File: config.mk
export PLATFORM = sky130hd
export DESIGN_NAME = ptb_term
export DESIGN_NICKNAME = d
export VERILOG_FILES = /design/src/verilog/ptb_pkg.sv /design/src/verilog/ptb_term.sv
export SDC_FILE = /design/constraint.sdc
export NUM_CORES = 1
export LEC_CHECK = 0
export BUFFER_PORTS_ARGS = -buffer_cell sky130_fd_sc_hd__buf_4
export CORE_MARGIN = 10
export CORE_UTILIZATION = 60
export CTS_CLUSTER_DIAMETER = 60
export CTS_CLUSTER_SIZE = 30
export DETAILED_ROUTE_END_ITERATION = 10
export GPL_ROUTABILITY_DRIVEN = 0
export PLACE_DENSITY = 0.82
export SLEW_MARGIN = 10
export SYNTH_ARGS = -nofsm -noshare
export SYNTH_HDL_FRONTEND = slang
export SYNTH_SLANG_ARGS = --single-unit
File: constraint.sdc
create_clock -name pclk -period 4.02 [get_ports pclk]
set_input_delay 0.402 -clock pclk [delete_from_list [all_inputs] [get_ports pclk]]
set_output_delay 0.402 -clock pclk [all_outputs]
set_load 0.01 [all_outputs]
File: src/verilog/ptb_pkg.sv
// Constants and types for the bridge initiator termination handler
package ptb_pkg;
  // Register byte offsets
  localparam logic [7:0] PTB_CTRL_OFF = 8'h00;
  localparam logic [7:0] PTB_STAT_OFF = 8'h04;
  localparam logic [7:0] PTB_LIMIT_OFF = 8'h08;
  localparam logic [7:0] PTB_EVDIS_OFF = 8'h64;
  // Control fields
  localparam int PTB_CTRL_MA_MODE_BIT = 5;
  localparam int PTB_CTRL_SERR_EN_BIT = 8;
  // Event disable fields
  localparam int PTB_EVDIS_PW_BIT = 2;
  localparam int PTB_EVDIS_MAPW_BIT = 4;
  localparam int PTB_EVDIS_DW_BIT = 5;
  // Status fields (write one to clear)
  localparam int PTB_ST_RMA_PRI = 0;
  localparam int PTB_ST_RMA_SEC = 1;
  localparam int PTB_ST_RTA_PRI = 2;
  localparam int PTB_ST_RTA_SEC = 3;
  localparam int PTB_ST_STA_PRI = 4;
  localparam int PTB_ST_STA_SEC = 5;
  localparam int PTB_ST_SSE_PRI = 6;
  localparam int PTB_ST_DW_LIMIT = 7;
  localparam int PTB_ST_PW_LIMIT = 8;
  localparam int PTB_ST_W = 9;
  // Reset values
  localparam logic [15:0] PTB_CTRL_RST = 16'h0000;
  localparam logic [7:0] PTB_EVDIS_RST = 8'h00;
  localparam logic [31:0] PTB_LIMIT_RST = 32'h0100_0000;
  // Timing: clocks allowed for a target to claim
  localparam logic [2:0] PTB_DEVSEL_CLKS = 3'h5;
  // Bus commands
  localparam logic [3:0] PTB_CMD_SPECIAL = 4'h1;
  localparam logic [3:0] PTB_CMD_MEM_WR = 4'h7;
  localparam logic [3:0] PTB_CMD_MWI = 4'hf;
  typedef enum logic [2:0] {
    PTB_K_DWRITE = 3'b000, PTB_K_PWRITE = 3'b001, PTB_K_NPREAD = 3'b010,
    PTB_K_PFREAD = 3'b011, PTB_K_SPECIAL = 3'b100
  } ptb_kind_t;
  typedef enum logic [2:0] {
    PTB_R_NONE = 3'b000, PTB_R_DONE = 3'b001, PTB_R_DISC = 3'b010,
    PTB_R_RETRY = 3'b011, PTB_R_TABORT = 3'b100, PTB_R_MABORT = 3'b101
  } ptb_resp_t;
  typedef enum logic [2:0] {
    PTB_O_NORMAL = 3'b000, PTB_O_RETRY = 3'b001, PTB_O_DISC = 3'b010,
    PTB_O_TABORT = 3'b011, PTB_O_MABORT = 3'b100, PTB_O_LAT = 3'b101
  } ptb_out_t;
  typedef enum logic [1:0] {
    PTB_S_IDLE = 2'b00, PTB_S_ADDR = 2'b01, PTB_S_DATA = 2'b10,
    PTB_S_TURN = 2'b11
  } ptb_state_t;
endpackage : ptb_pkg

File: src/verilog/ptb_term.sv
// Initiator-side transaction termination handler with APB registers
//
// Register access over APB is this design's own decision.
`timescale 1ns/1ps
module ptb_term
  import ptb_pkg::*;
#(
  parameter int PF_BOUND_LOG2 = 6
) (
  input wire logic pclk,
  input wire logic presetn,
  input wire logic psel,
  input wire logic penable,
  input wire logic pwrite,
  input wire logic [7:0] paddr,
  input wire logic [31:0] pwdata,
  output logic [31:0] prdata,
  output logic pready,
  output logic pslverr,
  input wire logic req_valid,
  input wire logic [2:0] req_kind,
  input wire logic [3:0] req_cmd,
  input wire logic [31:0] req_addr,
  input wire logic [7:0] req_dwords,
  input wire logic req_multi,
  input wire logic target_is_primary,
  output logic req_ready,
  input wire logic gnt_n,
  input wire logic lat_expired,
  input wire logic devsel_n,
  input wire logic trdy_n,
  input wire logic stop_n,
  output logic frame_n,
  output logic irdy_n,
  output logic [31:0] bus_addr,
  output logic [3:0] bus_cmd,
  output logic [7:0] data_index,
  output logic done,
  output logic [2:0] init_resp,
  output logic entry_remove,
  output logic data_discard,
  output logic primary_system_error_out_n
);
  if (PF_BOUND_LOG2 < 3 || PF_BOUND_LOG2 > 12) begin : g_bound_check
    $error("PF_BOUND_LOG2 out of range");
  end

  ptb_state_t state, next_state;
  ptb_kind_t kind, next_kind;
  ptb_out_t outc, next_outc;
  logic [31:0] addr, next_addr;
  logic [3:0] cmd, next_cmd;
  logic [7:0] rem, next_rem, idx, next_idx, xcnt, next_xcnt;
  logic multi, next_multi, tpri, next_tpri;
  logic [2:0] dwait, next_dwait;
  logic dseen, next_dseen;
  logic [31:0] tries, next_tries;
  logic next_done, next_remove, next_discard, next_serr;
  logic [2:0] next_resp;
  logic [15:0] ctrl, next_ctrl;
  logic [7:0] evdis, next_evdis;
  logic [31:0] limit, next_limit;
  logic [PTB_ST_W-1:0] stat, next_stat, st_set;

  logic dv, xfer, stp, tabort, retry, disc, mdone, lat_cut, ma_now;
  logic [31:0] addr_inc, next_prdata;
  logic serr_en, wr_acc, rd_acc;

  assign dv = !devsel_n;
  assign xfer = dv && !trdy_n;
  assign stp = !stop_n;
  assign tabort = stp && devsel_n && trdy_n && dseen;
  assign retry = stp && dv && trdy_n && (xcnt == 8'h00);
  assign disc = stp && dv && !retry;
  assign addr_inc = addr + 32'h0000_0004;
  assign ma_now = !dseen && !dv && (dwait == PTB_DEVSEL_CLKS);
  assign serr_en = ctrl[PTB_CTRL_SERR_EN_BIT];

  // Which master-side completion applies to this data phase
  always_comb begin
    mdone = 1'b0;
    case (kind)
      PTB_K_DWRITE, PTB_K_NPREAD, PTB_K_SPECIAL: mdone = 1'b1;
      PTB_K_PWRITE: mdone = (rem == 8'h01);
      PTB_K_PFREAD: mdone = (addr_inc[PF_BOUND_LOG2-1:0] == '0);
      default: mdone = 1'b1;
    endcase
  end
  // Invalidate bursts run to the last requested dword regardless of grant
  assign lat_cut = lat_expired && gnt_n && (cmd != PTB_CMD_MWI);

  always_comb begin
    next_state = state;
    next_kind = kind;
    next_outc = outc;
    next_addr = addr;
    next_cmd = cmd;
    next_rem = rem;
    next_idx = idx;
    next_xcnt = xcnt;
    next_multi = multi;
    next_tpri = tpri;
    next_dwait = dwait;
    next_dseen = dseen;
    next_tries = tries;
    next_done = 1'b0;
    next_remove = 1'b0;
    next_discard = 1'b0;
    next_serr = 1'b0;
    next_resp = PTB_R_NONE;
    st_set = '0;
    case (state)
      PTB_S_IDLE: begin
        if (req_valid) begin
          next_kind = ptb_kind_t'(req_kind);
          next_addr = req_addr;
          next_cmd = (req_kind == PTB_K_SPECIAL) ? PTB_CMD_SPECIAL : req_cmd;
          next_rem = (req_dwords == 8'h00) ? 8'h01 : req_dwords;
          next_idx = 8'h00;
          next_multi = req_multi;
          next_tpri = target_is_primary;
          next_tries = 32'h0000_0000;
          next_state = PTB_S_ADDR;
        end
      end
      PTB_S_ADDR: begin
        next_dwait = 3'h1;
        next_dseen = 1'b0;
        next_xcnt = 8'h00;
        next_tries = tries + 32'h0000_0001;
        next_state = PTB_S_DATA;
      end
      PTB_S_DATA: begin
        if (dv) begin
          next_dseen = 1'b1;
        end else if (!dseen) begin
          next_dwait = dwait + 3'h1;
        end
        if (ma_now) begin
          next_outc = PTB_O_MABORT;
          next_state = PTB_S_TURN;
        end else if (tabort) begin
          next_outc = PTB_O_TABORT;
          next_state = PTB_S_TURN;
        end else if (retry) begin
          next_outc = PTB_O_RETRY;
          next_state = PTB_S_TURN;
        end else if (xfer || disc) begin
          if (xfer) begin
            next_addr = addr_inc;
            next_rem = rem - 8'h01;
            next_idx = idx + 8'h01;
            next_xcnt = xcnt + 8'h01;
          end
          if (xfer && mdone) begin
            next_outc = PTB_O_NORMAL;
            next_state = PTB_S_TURN;
          end else if (disc) begin
            next_outc = PTB_O_DISC;
            next_state = PTB_S_TURN;
          end else if (xfer && lat_cut) begin
            next_outc = PTB_O_LAT;
            next_state = PTB_S_TURN;
          end
        end
      end
      PTB_S_TURN: begin
        next_state = PTB_S_IDLE;
        case (outc)
          PTB_O_MABORT: begin
            next_done = 1'b1;
            if (kind == PTB_K_SPECIAL) begin
              next_resp = PTB_R_DISC;
            end else begin
              st_set[tpri ? PTB_ST_RMA_PRI : PTB_ST_RMA_SEC] = 1'b1;
              if (kind == PTB_K_PWRITE) begin
                next_discard = 1'b1;
                next_serr = ctrl[PTB_CTRL_MA_MODE_BIT] && serr_en &&
                            !evdis[PTB_EVDIS_MAPW_BIT];
              end else begin
                next_resp = PTB_R_MABORT;
                next_remove = 1'b1;
              end
            end
          end
          PTB_O_TABORT: begin
            next_done = 1'b1;
            st_set[tpri ? PTB_ST_RTA_PRI : PTB_ST_RTA_SEC] = 1'b1;
            if (kind == PTB_K_PWRITE) begin
              next_discard = 1'b1;
              next_serr = serr_en;
            end else begin
              st_set[tpri ? PTB_ST_STA_SEC : PTB_ST_STA_PRI] = 1'b1;
              next_resp = PTB_R_TABORT;
              next_remove = 1'b1;
            end
          end
          PTB_O_RETRY: begin
            if (tries >= limit) begin
              next_done = 1'b1;
              next_remove = (kind != PTB_K_PWRITE);
              next_discard = (kind == PTB_K_PWRITE);
              if (kind == PTB_K_DWRITE) begin
                st_set[PTB_ST_DW_LIMIT] = 1'b1;
                next_serr = serr_en && !evdis[PTB_EVDIS_DW_BIT];
              end else if (kind == PTB_K_PWRITE) begin
                st_set[PTB_ST_PW_LIMIT] = 1'b1;
                next_serr = serr_en && !evdis[PTB_EVDIS_PW_BIT];
              end
            end else begin
              // Address untouched: no dword moved on a retry
              next_state = PTB_S_ADDR;
              if (kind == PTB_K_DWRITE)
                next_resp = PTB_R_RETRY;
            end
          end
          PTB_O_DISC, PTB_O_LAT: begin
            if (kind == PTB_K_PWRITE && rem != 8'h00) begin
              next_state = PTB_S_ADDR;
              if (cmd == PTB_CMD_MWI && xcnt != 8'h00)
                next_cmd = PTB_CMD_MEM_WR;
            end else if (outc == PTB_O_DISC && xcnt == 8'h00 &&
                         kind != PTB_K_PFREAD) begin
              next_state = PTB_S_ADDR;
            end else begin
              next_done = 1'b1;
              next_resp = multi ? PTB_R_DISC : PTB_R_DONE;
            end
          end
          default: begin
            next_done = 1'b1;
            if (kind != PTB_K_PWRITE)
              next_resp = (multi || kind == PTB_K_SPECIAL) ? PTB_R_DISC :
                          PTB_R_DONE;
          end
        endcase
      end
      default: next_state = PTB_S_IDLE;
    endcase
    if (next_serr)
      st_set[PTB_ST_SSE_PRI] = 1'b1;
  end

  always_ff @(posedge pclk or negedge presetn) begin
    if (!presetn) begin
      state <= PTB_S_IDLE;
      kind <= PTB_K_DWRITE;
      outc <= PTB_O_NORMAL;
      addr <= 32'h0000_0000;
      cmd <= 4'h0;
      rem <= 8'h00;
      idx <= 8'h00;
      xcnt <= 8'h00;
      multi <= 1'b0;
      tpri <= 1'b0;
      dwait <= 3'h0;
      dseen <= 1'b0;
      tries <= 32'h0000_0000;
      done <= 1'b0;
      entry_remove <= 1'b0;
      data_discard <= 1'b0;
      primary_system_error_out_n <= 1'b1;
      init_resp <= PTB_R_NONE;
    end else begin
      state <= next_state;
      kind <= next_kind;
      outc <= next_outc;
      addr <= next_addr;
      cmd <= next_cmd;
      rem <= next_rem;
      idx <= next_idx;
      xcnt <= next_xcnt;
      multi <= next_multi;
      tpri <= next_tpri;
      dwait <= next_dwait;
      dseen <= next_dseen;
      tries <= next_tries;
      done <= next_done;
      entry_remove <= next_remove;
      data_discard <= next_discard;
      primary_system_error_out_n <= !next_serr;
      init_resp <= next_resp;
    end
  end

  assign req_ready = (state == PTB_S_IDLE);
  assign frame_n = !(state == PTB_S_ADDR || state == PTB_S_DATA);
  assign irdy_n = !(state == PTB_S_DATA);
  assign bus_addr = addr;
  assign bus_cmd = cmd;
  assign data_index = idx;

  // APB slave: zero wait states, unmapped offsets answer with pslverr
  assign wr_acc = psel && penable && pwrite;
  assign rd_acc = psel && !penable && !pwrite;
  assign pready = 1'b1;
  assign pslverr = psel && penable && !(paddr == PTB_CTRL_OFF ||
                   paddr == PTB_STAT_OFF || paddr == PTB_LIMIT_OFF ||
                   paddr == PTB_EVDIS_OFF);

  always_comb begin
    next_ctrl = ctrl;
    next_evdis = evdis;
    next_limit = limit;
    next_stat = stat;
    if (wr_acc) begin
      case (paddr)
        PTB_CTRL_OFF: next_ctrl = pwdata[15:0];
        PTB_STAT_OFF: next_stat = stat & ~pwdata[PTB_ST_W-1:0];
        PTB_LIMIT_OFF: next_limit = pwdata;
        PTB_EVDIS_OFF: next_evdis = pwdata[7:0];
        default: next_ctrl = ctrl;
      endcase
    end
    // A flag raised in the clearing cycle survives the clear
    next_stat = next_stat | st_set;
  end

  always_ff @(posedge pclk or negedge presetn) begin
    if (!presetn) begin
      ctrl <= PTB_CTRL_RST;
      evdis <= PTB_EVDIS_RST;
      limit <= PTB_LIMIT_RST;
      stat <= '0;
    end else begin
      ctrl <= next_ctrl;
      evdis <= next_evdis;
      limit <= next_limit;
      stat <= next_stat;
    end
  end

  // Read data is captured in the setup cycle, so a flag raised during
  // the access cycle shows on the next read
  always_comb begin
    next_prdata = prdata;
    if (rd_acc) begin
      case (paddr)
        PTB_CTRL_OFF: next_prdata = {16'h0000, ctrl};
        PTB_STAT_OFF: next_prdata = {{(32-PTB_ST_W){1'b0}}, stat};
        PTB_LIMIT_OFF: next_prdata = limit;
        PTB_EVDIS_OFF: next_prdata = {24'h000000, evdis};
        default: next_prdata = 32'h0000_0000;
      endcase
    end
  end

  always_ff @(posedge pclk or negedge presetn) begin
    if (!presetn) begin
      prdata <= 32'h0000_0000;
    end else begin
      prdata <= next_prdata;
    end
  end
endmodule : ptb_term

=== Yosys cells after proc, flatten, opt, wreduce, memory -nomap -nowiden ===
Cells that the tools add are included.

* Register bits: 210
* Input bits: 100
* Output and inout bits: 88

* Bitwise logic cells: 4
* Multiplexer cells: 118
* Eq/ne operators: 35
* $add $sub $neg: 6
* Magnitude comparators: 7
* Reductions and logical operators: 77

{| class="wikitable"
|+ Operators with widths
! kind !! count
|-
| two-way mux 32 bit || 7
|-
| two-way mux 8 bit || 18
|-
| one-hot mux 32 bit (2 select lines) || 2
|-
| one-hot mux 32 bit (4 select lines) || 1
|-
| one-hot mux 8 bit (2 select lines) || 3
|-
| two-way mux 9 bit || 5
|-
| two-way mux 3 bit || 14
|-
| adder 32 x 1 -> 32 bit (second input constant) || 1
|-
| adder 32 x 3 -> 32 bit (second input constant) || 1
|-
| greater-or-equal comparator 32 bit || 1
|-
| two-way mux 1 bit || 32
|-
| logical AND 1 bit || 30
|-
| two-way mux 2 bit || 15
|-
| zero test 8 bit || 3
|-
| != test 2 bit (second input constant) || 12
|-
| two-way mux 4 bit || 5
|-
| bitwise OR 9 bit || 2
|-
| adder 8 x 1 -> 8 bit (second input constant) || 2
|-
| nonzero test 8 bit || 2
|-
| equality test 3 bit (second input constant) || 5
|-
| zero test 1 bit || 14
|-
| one-hot mux 7 bit (2 select lines) || 1
|-
| demux 1 bit (select 4 bit) || 3
|-
| one-hot mux 3 bit (4 select lines) || 1
|-
| other kinds (43) || 67
|}

=== Longest topological paths before layout ===
Gate-level depths: netlist (run 1).

* Depth after elaboration: 13
* Mapped depth: 10

=== Worst setup path before layout (run 1) ===
Ideal clock, no wire load.

* Path kind: register to register
* Start point: register state[0]
* End point: register tries[31]
* Path buffers: 1
* Path slack: 1.562 ns
* Cell stages (with the launch flop): 10
* Arrival: 2.326 ns
* Cell sequence: dfrtp_1 -> inv_1 -> ha_1 -> buf_2 -> mux2i_1 -> and4bb_2 -> nor4bb_1 -> nand4_1 -> xor2_1 -> nor2_1

* Cells in the longest elaborated chain, start to end: 3
* Elaborated cells on any way between the ends: 6

{| class="wikitable"
|+ Ends and longest elaborated chain
! item !! line !! RTL
|-
| start, declared || ptb_term.sv:48 || <nowiki>ptb_state_t state, next_state;</nowiki>
|-
| start signal, assigned || ptb_term.sv:265 || <nowiki>state <= next_state;</nowiki>
|-
| zero test 2 bit (*) || -- ||
|-
| named net req_ready || ptb_term.sv:27 || <nowiki>output logic req_ready,</nowiki>
|-
| != test 2 bit (no source line) or nonzero test 2 bit (tied branches) || -- ||
|-
| AND reduction 2 bit (no source line) || -- ||
|-
| end signal, assigned || ptb_term.sv:277 || <nowiki>tries <= next_tries;</nowiki>
|-
| end, declared || ptb_term.sv:57 || <nowiki>logic [31:0] tries, next_tries;</nowiki>
|}

Mark *: on every way through the listed nets, which the timed path passes. The rest lies on a longest branch.
A chain may end at the register's enable or synchronous reset.

=== Worst setup path after layout (run 1) ===
* Start point: register state[0]
* End point: register tries[31]

* Cells in the longest elaborated chain, start to end: 3
* Elaborated cells on any way between the ends: 6

{| class="wikitable"
|+ Ends and longest elaborated chain
! item !! line !! RTL
|-
| equality test 2 x 1 -> 1 bit or zero test 2 bit (tied branches) || ptb_term.sv:112 || <nowiki>case (state)</nowiki>
|-
| nonzero test 2 bit (no source line) or != test 2 bit (tied branches) || -- ||
|-
| AND reduction 2 bit (no source line) || -- ||
|}

Several ways; a longest one is shown, not always the timed one.

==> flow_summary.json, run 1 <==
{
  "status": "finished clean",
  "wl_um": 28800,
  "min_period_over_period_pct": 75.0,
  "placementRows": 50,
  "fillers": 1399,
  "dieArea_mm2": 0.0246,
  "setup_viol": 0,
  "clock.fmax_mhz": 332,
  "cts_max_level": 1,
  "worstPathMaxFanout": 10,
  "yosysSeqAreaShare_pct": 46.7,
  "final_common_cell": "dfrtp_1",
  "synthCells": 1139,
  "yosysWarnings": 0,
  "die_y_um": 157,
  "clk_latency_ps": 500,
  "drc_errors": 0,
  "hold_ws_ps": 26.0,
  "area_growth_pct": 18.7,
  "numCtsBuffers": 15,
  "cts_root_buffer": "clkbuf_16",
  "synth_edf_count": 0,
  "core_area_mm2": 0.0186,
  "vias": 9268,
  "max-slew-margin-rel_pct": 28.7,
  "clock_path_buffers": 3,
  "hp-class": "primary input to asynchronous set/reset pin",
  "multi_input_area_mm2": 0.00557,
  "synth_seq_cells": 210,
  "dieWidth_um": 157,
  "register_area_mm2": 0.00526,
  "slew_violations": 0,
  "p_leak_nw": 6.51,
  "cp.required_ps": 4410,
  "fin_setup_tns_ps": 0,
  "drive_above_1_share_pct": 22.9,
  "final_cell_mix": "208 x dfrtp_1, 194 x buf_4, 143 x nand2_1",
  "drtIter0Drc": 702,
  "clk_pin_slew_ps": 100,
  "syn_avg_cell_area_um2": 9.87,
  "synth.distinct_cells": 65,
  "syn_nets": 1287,
  "worst_clock_skew_ps": 25.3,
  "hold_violations": 0,
  "grt_pass1_vias": 9403,
  "pwr_density_cell_mw_per_mm2": 552,
  "dr.pass1.iters": 6,
  "startpoint_type": "flop",
  "drtAntennaViolNets": 0,
  "crit_path_end_kind": "flop",
  "worstPathBufferInverterCount": 1,
  "grt_max_degree": 115,
  "path_cells": "inv_1, ha_1, mux2i_1, and4bb_2, nor4bb_1, nand4_1, xor2_1, nor2_1",
  "antenna_found_initial": 0,
  "wl_per_cell_um": 18.7,
  "holdBufCountCts": 0,
  "clock-sinks": 210,
  "syn_area_mm2": 0.0112,
  "post-dp-hpwl_um": 20900,
  "crit_family": "simple AND/OR/NAND/NOR gates",
  "rsz0062_at_grt": "no",
  "routed_via_density": 6.01,
  "synthArstFlopShare_pct": 100,
  "start_util_pct": 60.5,
  "cpMaxStageDelayCell": "nor4bb_1",
  "ys.flop_type": "dfrtp_1",
  "maxCapViolations": 0,
  "worst_pin_slew_ps": 1070,
  "cts_resized": 0,
  "cts_setup_buffers": 0,
  "ir_worst_vdd_uv": 649,
  "cts_tree": "yes",
  "ios": 188,
  "worstPathArrival_ps": 3410,
  "grt_pass1_wl_um": 47300,
  "grtUsageTotal_pct": 23.1,
  "gr-total-overflow": 0,
  "critical_path.max_stage_delay_ps": 910,
  "finalNetCount": 1449,
  "n_antenna_cell": 0,
  "critPathKind": "flop to flop",
  "port_buffers": 186,
  "layout_min_cycle_time_ps": 3010
}
-- path summary, 6_finish.rpt --
path,depth (start not counted),startpoint,slack [ps],endpoint
max in group asynchronous,2,presetn,2990,bus_addr[13]
worst min-delay path,1,presetn,30,prdata[20]
min in group pclk,2,pwdata[29],120,limit[29]
worst max-delay path,8,state[0],1010,tries[31]
worst max register to register,8,state[0],1010,tries[31]
worst min register to register,2,prdata[20],470,prdata[20]
-- logic make-up (layout without fill, tap and decap cells) --
| group | count (synthesis) | in the layout | synth area share, % |
|---|---|---|---|
| buffers and inverters | 103 | 273 | 3.83 |
| DFF | 210 | 210 | 46.7 |
| adders and majority gates | 48 | 48 | 5.34 |
| xor gates and xnor gates | 41 | 41 | 3.19 |
| other | 1 | 1 | 0.0333 |
| AOI/OAI and AO/OA | 232 | 232 | 13.1 |
| muxes | 93 | 93 | 9.98 |
| and+or+nand+nor | 411 | 411 | 17.8 |
-- area by class of cell --
class / count / share of cell area, %
clock buffer: 15 / 2.81
inverter: 52 / 1.46
multi-input combinational: 826 / 41.8
timing repair buffer: 196 / 11.2
clock inverter: 10 / 1.20
tap: 234 / 2.19
sequential: 210 / 39.4
-- registers in the layout, summed over array words and instances (netlist names), 3 cells and up --
register	count
xcnt	8
evdis	8
data_index	8
dwait	3
kind	3
outc	3
limit	32
rem	8
bus_cmd	4
prdata	32
ctrl	16
bus_addr	32
tries	32
stat	9
init_resp	3
-- metal layers --
layer  routed length, µm  GRT usage [%]  vias up
li1                    -              -     4410
met1               12100           29.8     4500
met2               14000           38.9      315
met3                2170           5.05       43
met4                 562           5.71        0
met5                   0              0        -
-- where the power goes --
group	switching (mW)	internal, mW	leakage (nW)	total (mW)
combinational	1.50	1.16	3.49	2.67
clock	0.902	0.772	0.257	1.67
sequential	0.530	2.50	2.76	3.03
-- Yosys cell counts (4+ instances only) --
master | count | area [µm²]
buf_2 | 5 | 25.0
a21oi_1 | 77 | 385
mux2_4 | 30 | 450
a211oi_1 | 5 | 37.5
xor2_1 | 36 | 315
o31ai_1 | 11 | 82.6
a31oi_1 | 6 | 37.5
nand4_1 | 30 | 188
or3_1 | 6 | 37.5
inv_1 | 51 | 191
buf_1 | 8 | 30.0
a32o_1 | 4 | 40.0
nor2b_1 | 7 | 43.8
dfrtp_1 | 208 | 5200
mux2_2 | 33 | 372
nand2_1 | 143 | 537
and2_1 | 4 | 25.0
o21ai_0 | 42 | 210
xnor2_1 | 5 | 43.8
and4_1 | 12 | 105
nor2_1 | 77 | 289
a22o_1 | 12 | 105
and3_1 | 16 | 100
buf_6 | 4 | 45.0
nand3_1 | 69 | 345
o22ai_1 | 37 | 231
clkbuf_1 | 32 | 120
nor3_1 | 10 | 50.1
nor4_1 | 5 | 31.3
ha_1 | 48 | 601
nand2b_1 | 11 | 68.8
mux2i_1 | 30 | 300
nor3b_1 | 5 | 37.5
a222oi_1 | 8 | 80.1
-- stage by stage --
| step | power (mW) | util [%] | setup slack, ps | cells | instance area [µm²] |
|---|---|---|---|---|---|
| CTS | 7.39 | 71.8 | 1040 | 1543 | 13300 |
| global route | 7.86 | 71.8 | 705 | 1543 | 13300 |
| detailed placement | 5.70 | 68.9 | 927 | 1518 | 12800 |
| finish | 7.37 | 71.8 | 1010 | 1543 | 13300 |
| global placement | 5.61 | 68.9 | 962 | 1518 | 12800 |
| floorplan | 4.67 | - | 1560 | 1139 | 11200 |
No activity file was read; power rests on OpenSTA's default activity.
==> inputs of run 2 (changes only) <==
--- a/config.mk
+++ b/config.mk
@@ -7,12 +7,12 @@
 export LEC_CHECK = 0
 export BUFFER_PORTS_ARGS = -buffer_cell sky130_fd_sc_hd__buf_4
 export CORE_MARGIN = 10
-export CORE_UTILIZATION = 60
+export CORE_UTILIZATION = 57
 export CTS_CLUSTER_DIAMETER = 60
 export CTS_CLUSTER_SIZE = 30
 export DETAILED_ROUTE_END_ITERATION = 10
 export GPL_ROUTABILITY_DRIVEN = 0
-export PLACE_DENSITY = 0.82
+export PLACE_DENSITY = 0.79
 export SLEW_MARGIN = 10
 export SYNTH_ARGS = -nofsm -noshare
 export SYNTH_HDL_FRONTEND = slang
==> constraint.sdc (replaced) <==
create_clock -name pclk -period 3.1 [get_ports pclk]
set_input_delay 0.31 -clock pclk [delete_from_list [all_inputs] [get_ports pclk]]
set_output_delay 0.31 -clock pclk [all_outputs]
set_load 0.01 [all_outputs]
==> run 2 against run 1 <==
- wire length up 0.31%
- combinational power grew 31%
- final area rose by 1.7%
- cell count increased by 3.2%
==> flow_summary.json, run 2 (same netlist as run 1, synthesis figures left out) <==
{
  "ios": 188,
  "hp-class": "primary input to flop",
  "fin_setup_tns_ps": 0,
  "power_mw": 9.80,
  "hold_end": "limit[30]",
  "worst_slack_ps": 313,
  "register_area_mm2": 0.00526,
  "wl_um": 28900,
  "wl_per_cell_um": 18.1,
  "cp.required_ps": 3520,
  "port_buffers": 186,
  "max-slew-margin-rel_pct": 53.9,
  "finalNetCount": 1464,
  "worstPathMaxFanout": 6,
  "drive_above_1_share_pct": 23.9,
  "dieWidth_um": 160,
  "slew_violations": 0,
  "drtIter0Drc": 738,
  "area_growth_pct": 20.6,
  "startpoint": "tries[15]",
  "fillers": 1495,
  "grt_pass1_vias": 9208,
  "maxCapViolations": 0,
  "clock.fmax_mhz": 359,
  "clk_pin_slew_ps": 80,
  "cts_max_level": 1,
  "grt_max_degree": 70,
  "hold_violations": 0,
  "reg2reg_depth": 7,
  "core_area_mm2": 0.0195,
  "p_leak_nw": 6.61,
  "start_util_pct": 57.8,
  "status": "finished clean",
  "r2r_setup_slack_ps": 310,
  "reg2reg_to": "stat[8]",
  "clock-sinks": 210,
  "min_period_over_period_pct": 89.9,
  "stdcell_area_mm2": 0.0136,
  "cts_setup_buffers": 0,
  "clk_latency_ps": 490,
  "final_cell_mix": "208 x dfrtp_1, 204 x buf_4, 143 x nand2_1",
  "clock_path_buffers": 3,
  "n_antenna_cell": 0,
  "die_y_um": 160,
  "min-delay-start": "pwdata[30]",
  "routed_via_density": 5.87,
  "post-dp-hpwl_um": 21200,
  "pwr_density_cell_mw_per_mm2": 722,
  "dieArea_mm2": 0.0258,
  "grtUsageTotal_pct": 21.7,
  "worstPathArrival_ps": 3210,
  "numCtsBuffers": 18,
  "gr-total-overflow": 0,
  "placementRows": 51,
  "vias": 9353,
  "rsz0062_at_grt": "no",
  "startpoint_type": "flop",
  "final_common_cell": "dfrtp_1",
  "r2r-start": "tries[15]",
  "place_worst_setup_slack_ps": 385,
  "grt_pass1_wl_um": 47400,
  "whs_path_depth": 2,
  "cts_root_buffer": "clkbuf_16",
  "multi_input_area_mm2": 0.00557,
  "critPathKind": "flop to flop",
  "hold_ws_ps": 45.5,
  "ir_worst_vdd_uv": 630,
  "drc_errors": 0,
  "cts_tree": "yes",
  "layout_min_cycle_time_ps": 2790,
  "worst_clock_skew_ps": 10.5,
  "cts_resized": 0,
  "crit_path_end_kind": "flop",
  "worst_pin_slew_ps": 691,
  "placed_cell_area_mm2": 0.0129,
  "antenna_found_initial": 0,
  "setup_viol": 0,
  "holdBufCountCts": 1,
  "dr.pass1.iters": 9,
  "drtAntennaViolNets": 0
}
[run 2: critical path, cell delays in order (launching register included)]
cell and delay [ps]:
dfrtp_1 440, ha_1 330, nand4_1 150, or3_1 400
or4_1 420, a41oi_1 520, o21ba_2 290, a32o_1 180
[run 2: layer usage]
layer / wire (µm) / part of all wire, % / track usage (%)
met3: 1710 / 5.9 / 4.63
met5: 0 / 0 / 0
met1: 12600 / 44 / 28.7
met4: 517 / 1.8 / 4.97
met2: 14100 / 49 / 35.7
[run 2: where the power goes]
| part | internal (mW) | switching (mW) |
|---|---|---|
| sequential | 3.24 | 0.690 |
| clock | 1.27 | 1.10 |
| combinational | 1.55 | 1.95 |
| total | 6.05 | 3.74 |
[run 2: worst max path at each step]
stage,to
after detailed placement,init_resp[1]
after global routing,init_resp[0]
final,stat[8]
after global placement,limit[31]
after CTS,init_resp[1]
after floorplan,tries[31]
[run 2: cell type report]
type | count | area share, %
tap | 265 | 2.44
clock inverter | 11 | 0.895
timing repair buffer | 208 | 11.8
multi-input combinational | 826 | 41.1
clock buffer | 21 | 3.63
sequential | 210 | 38.7
inverter | 52 | 1.44
[run 2: metrics by stage]
stage          util (%)  std cells
6_report           69.7       1593
5_1_grt            69.7       1593
4_1_cts            69.7       1593
3_5_place_dp       66.5       1560
3_3_place_gp       66.5       1560
2_1_floorplan         -       1139
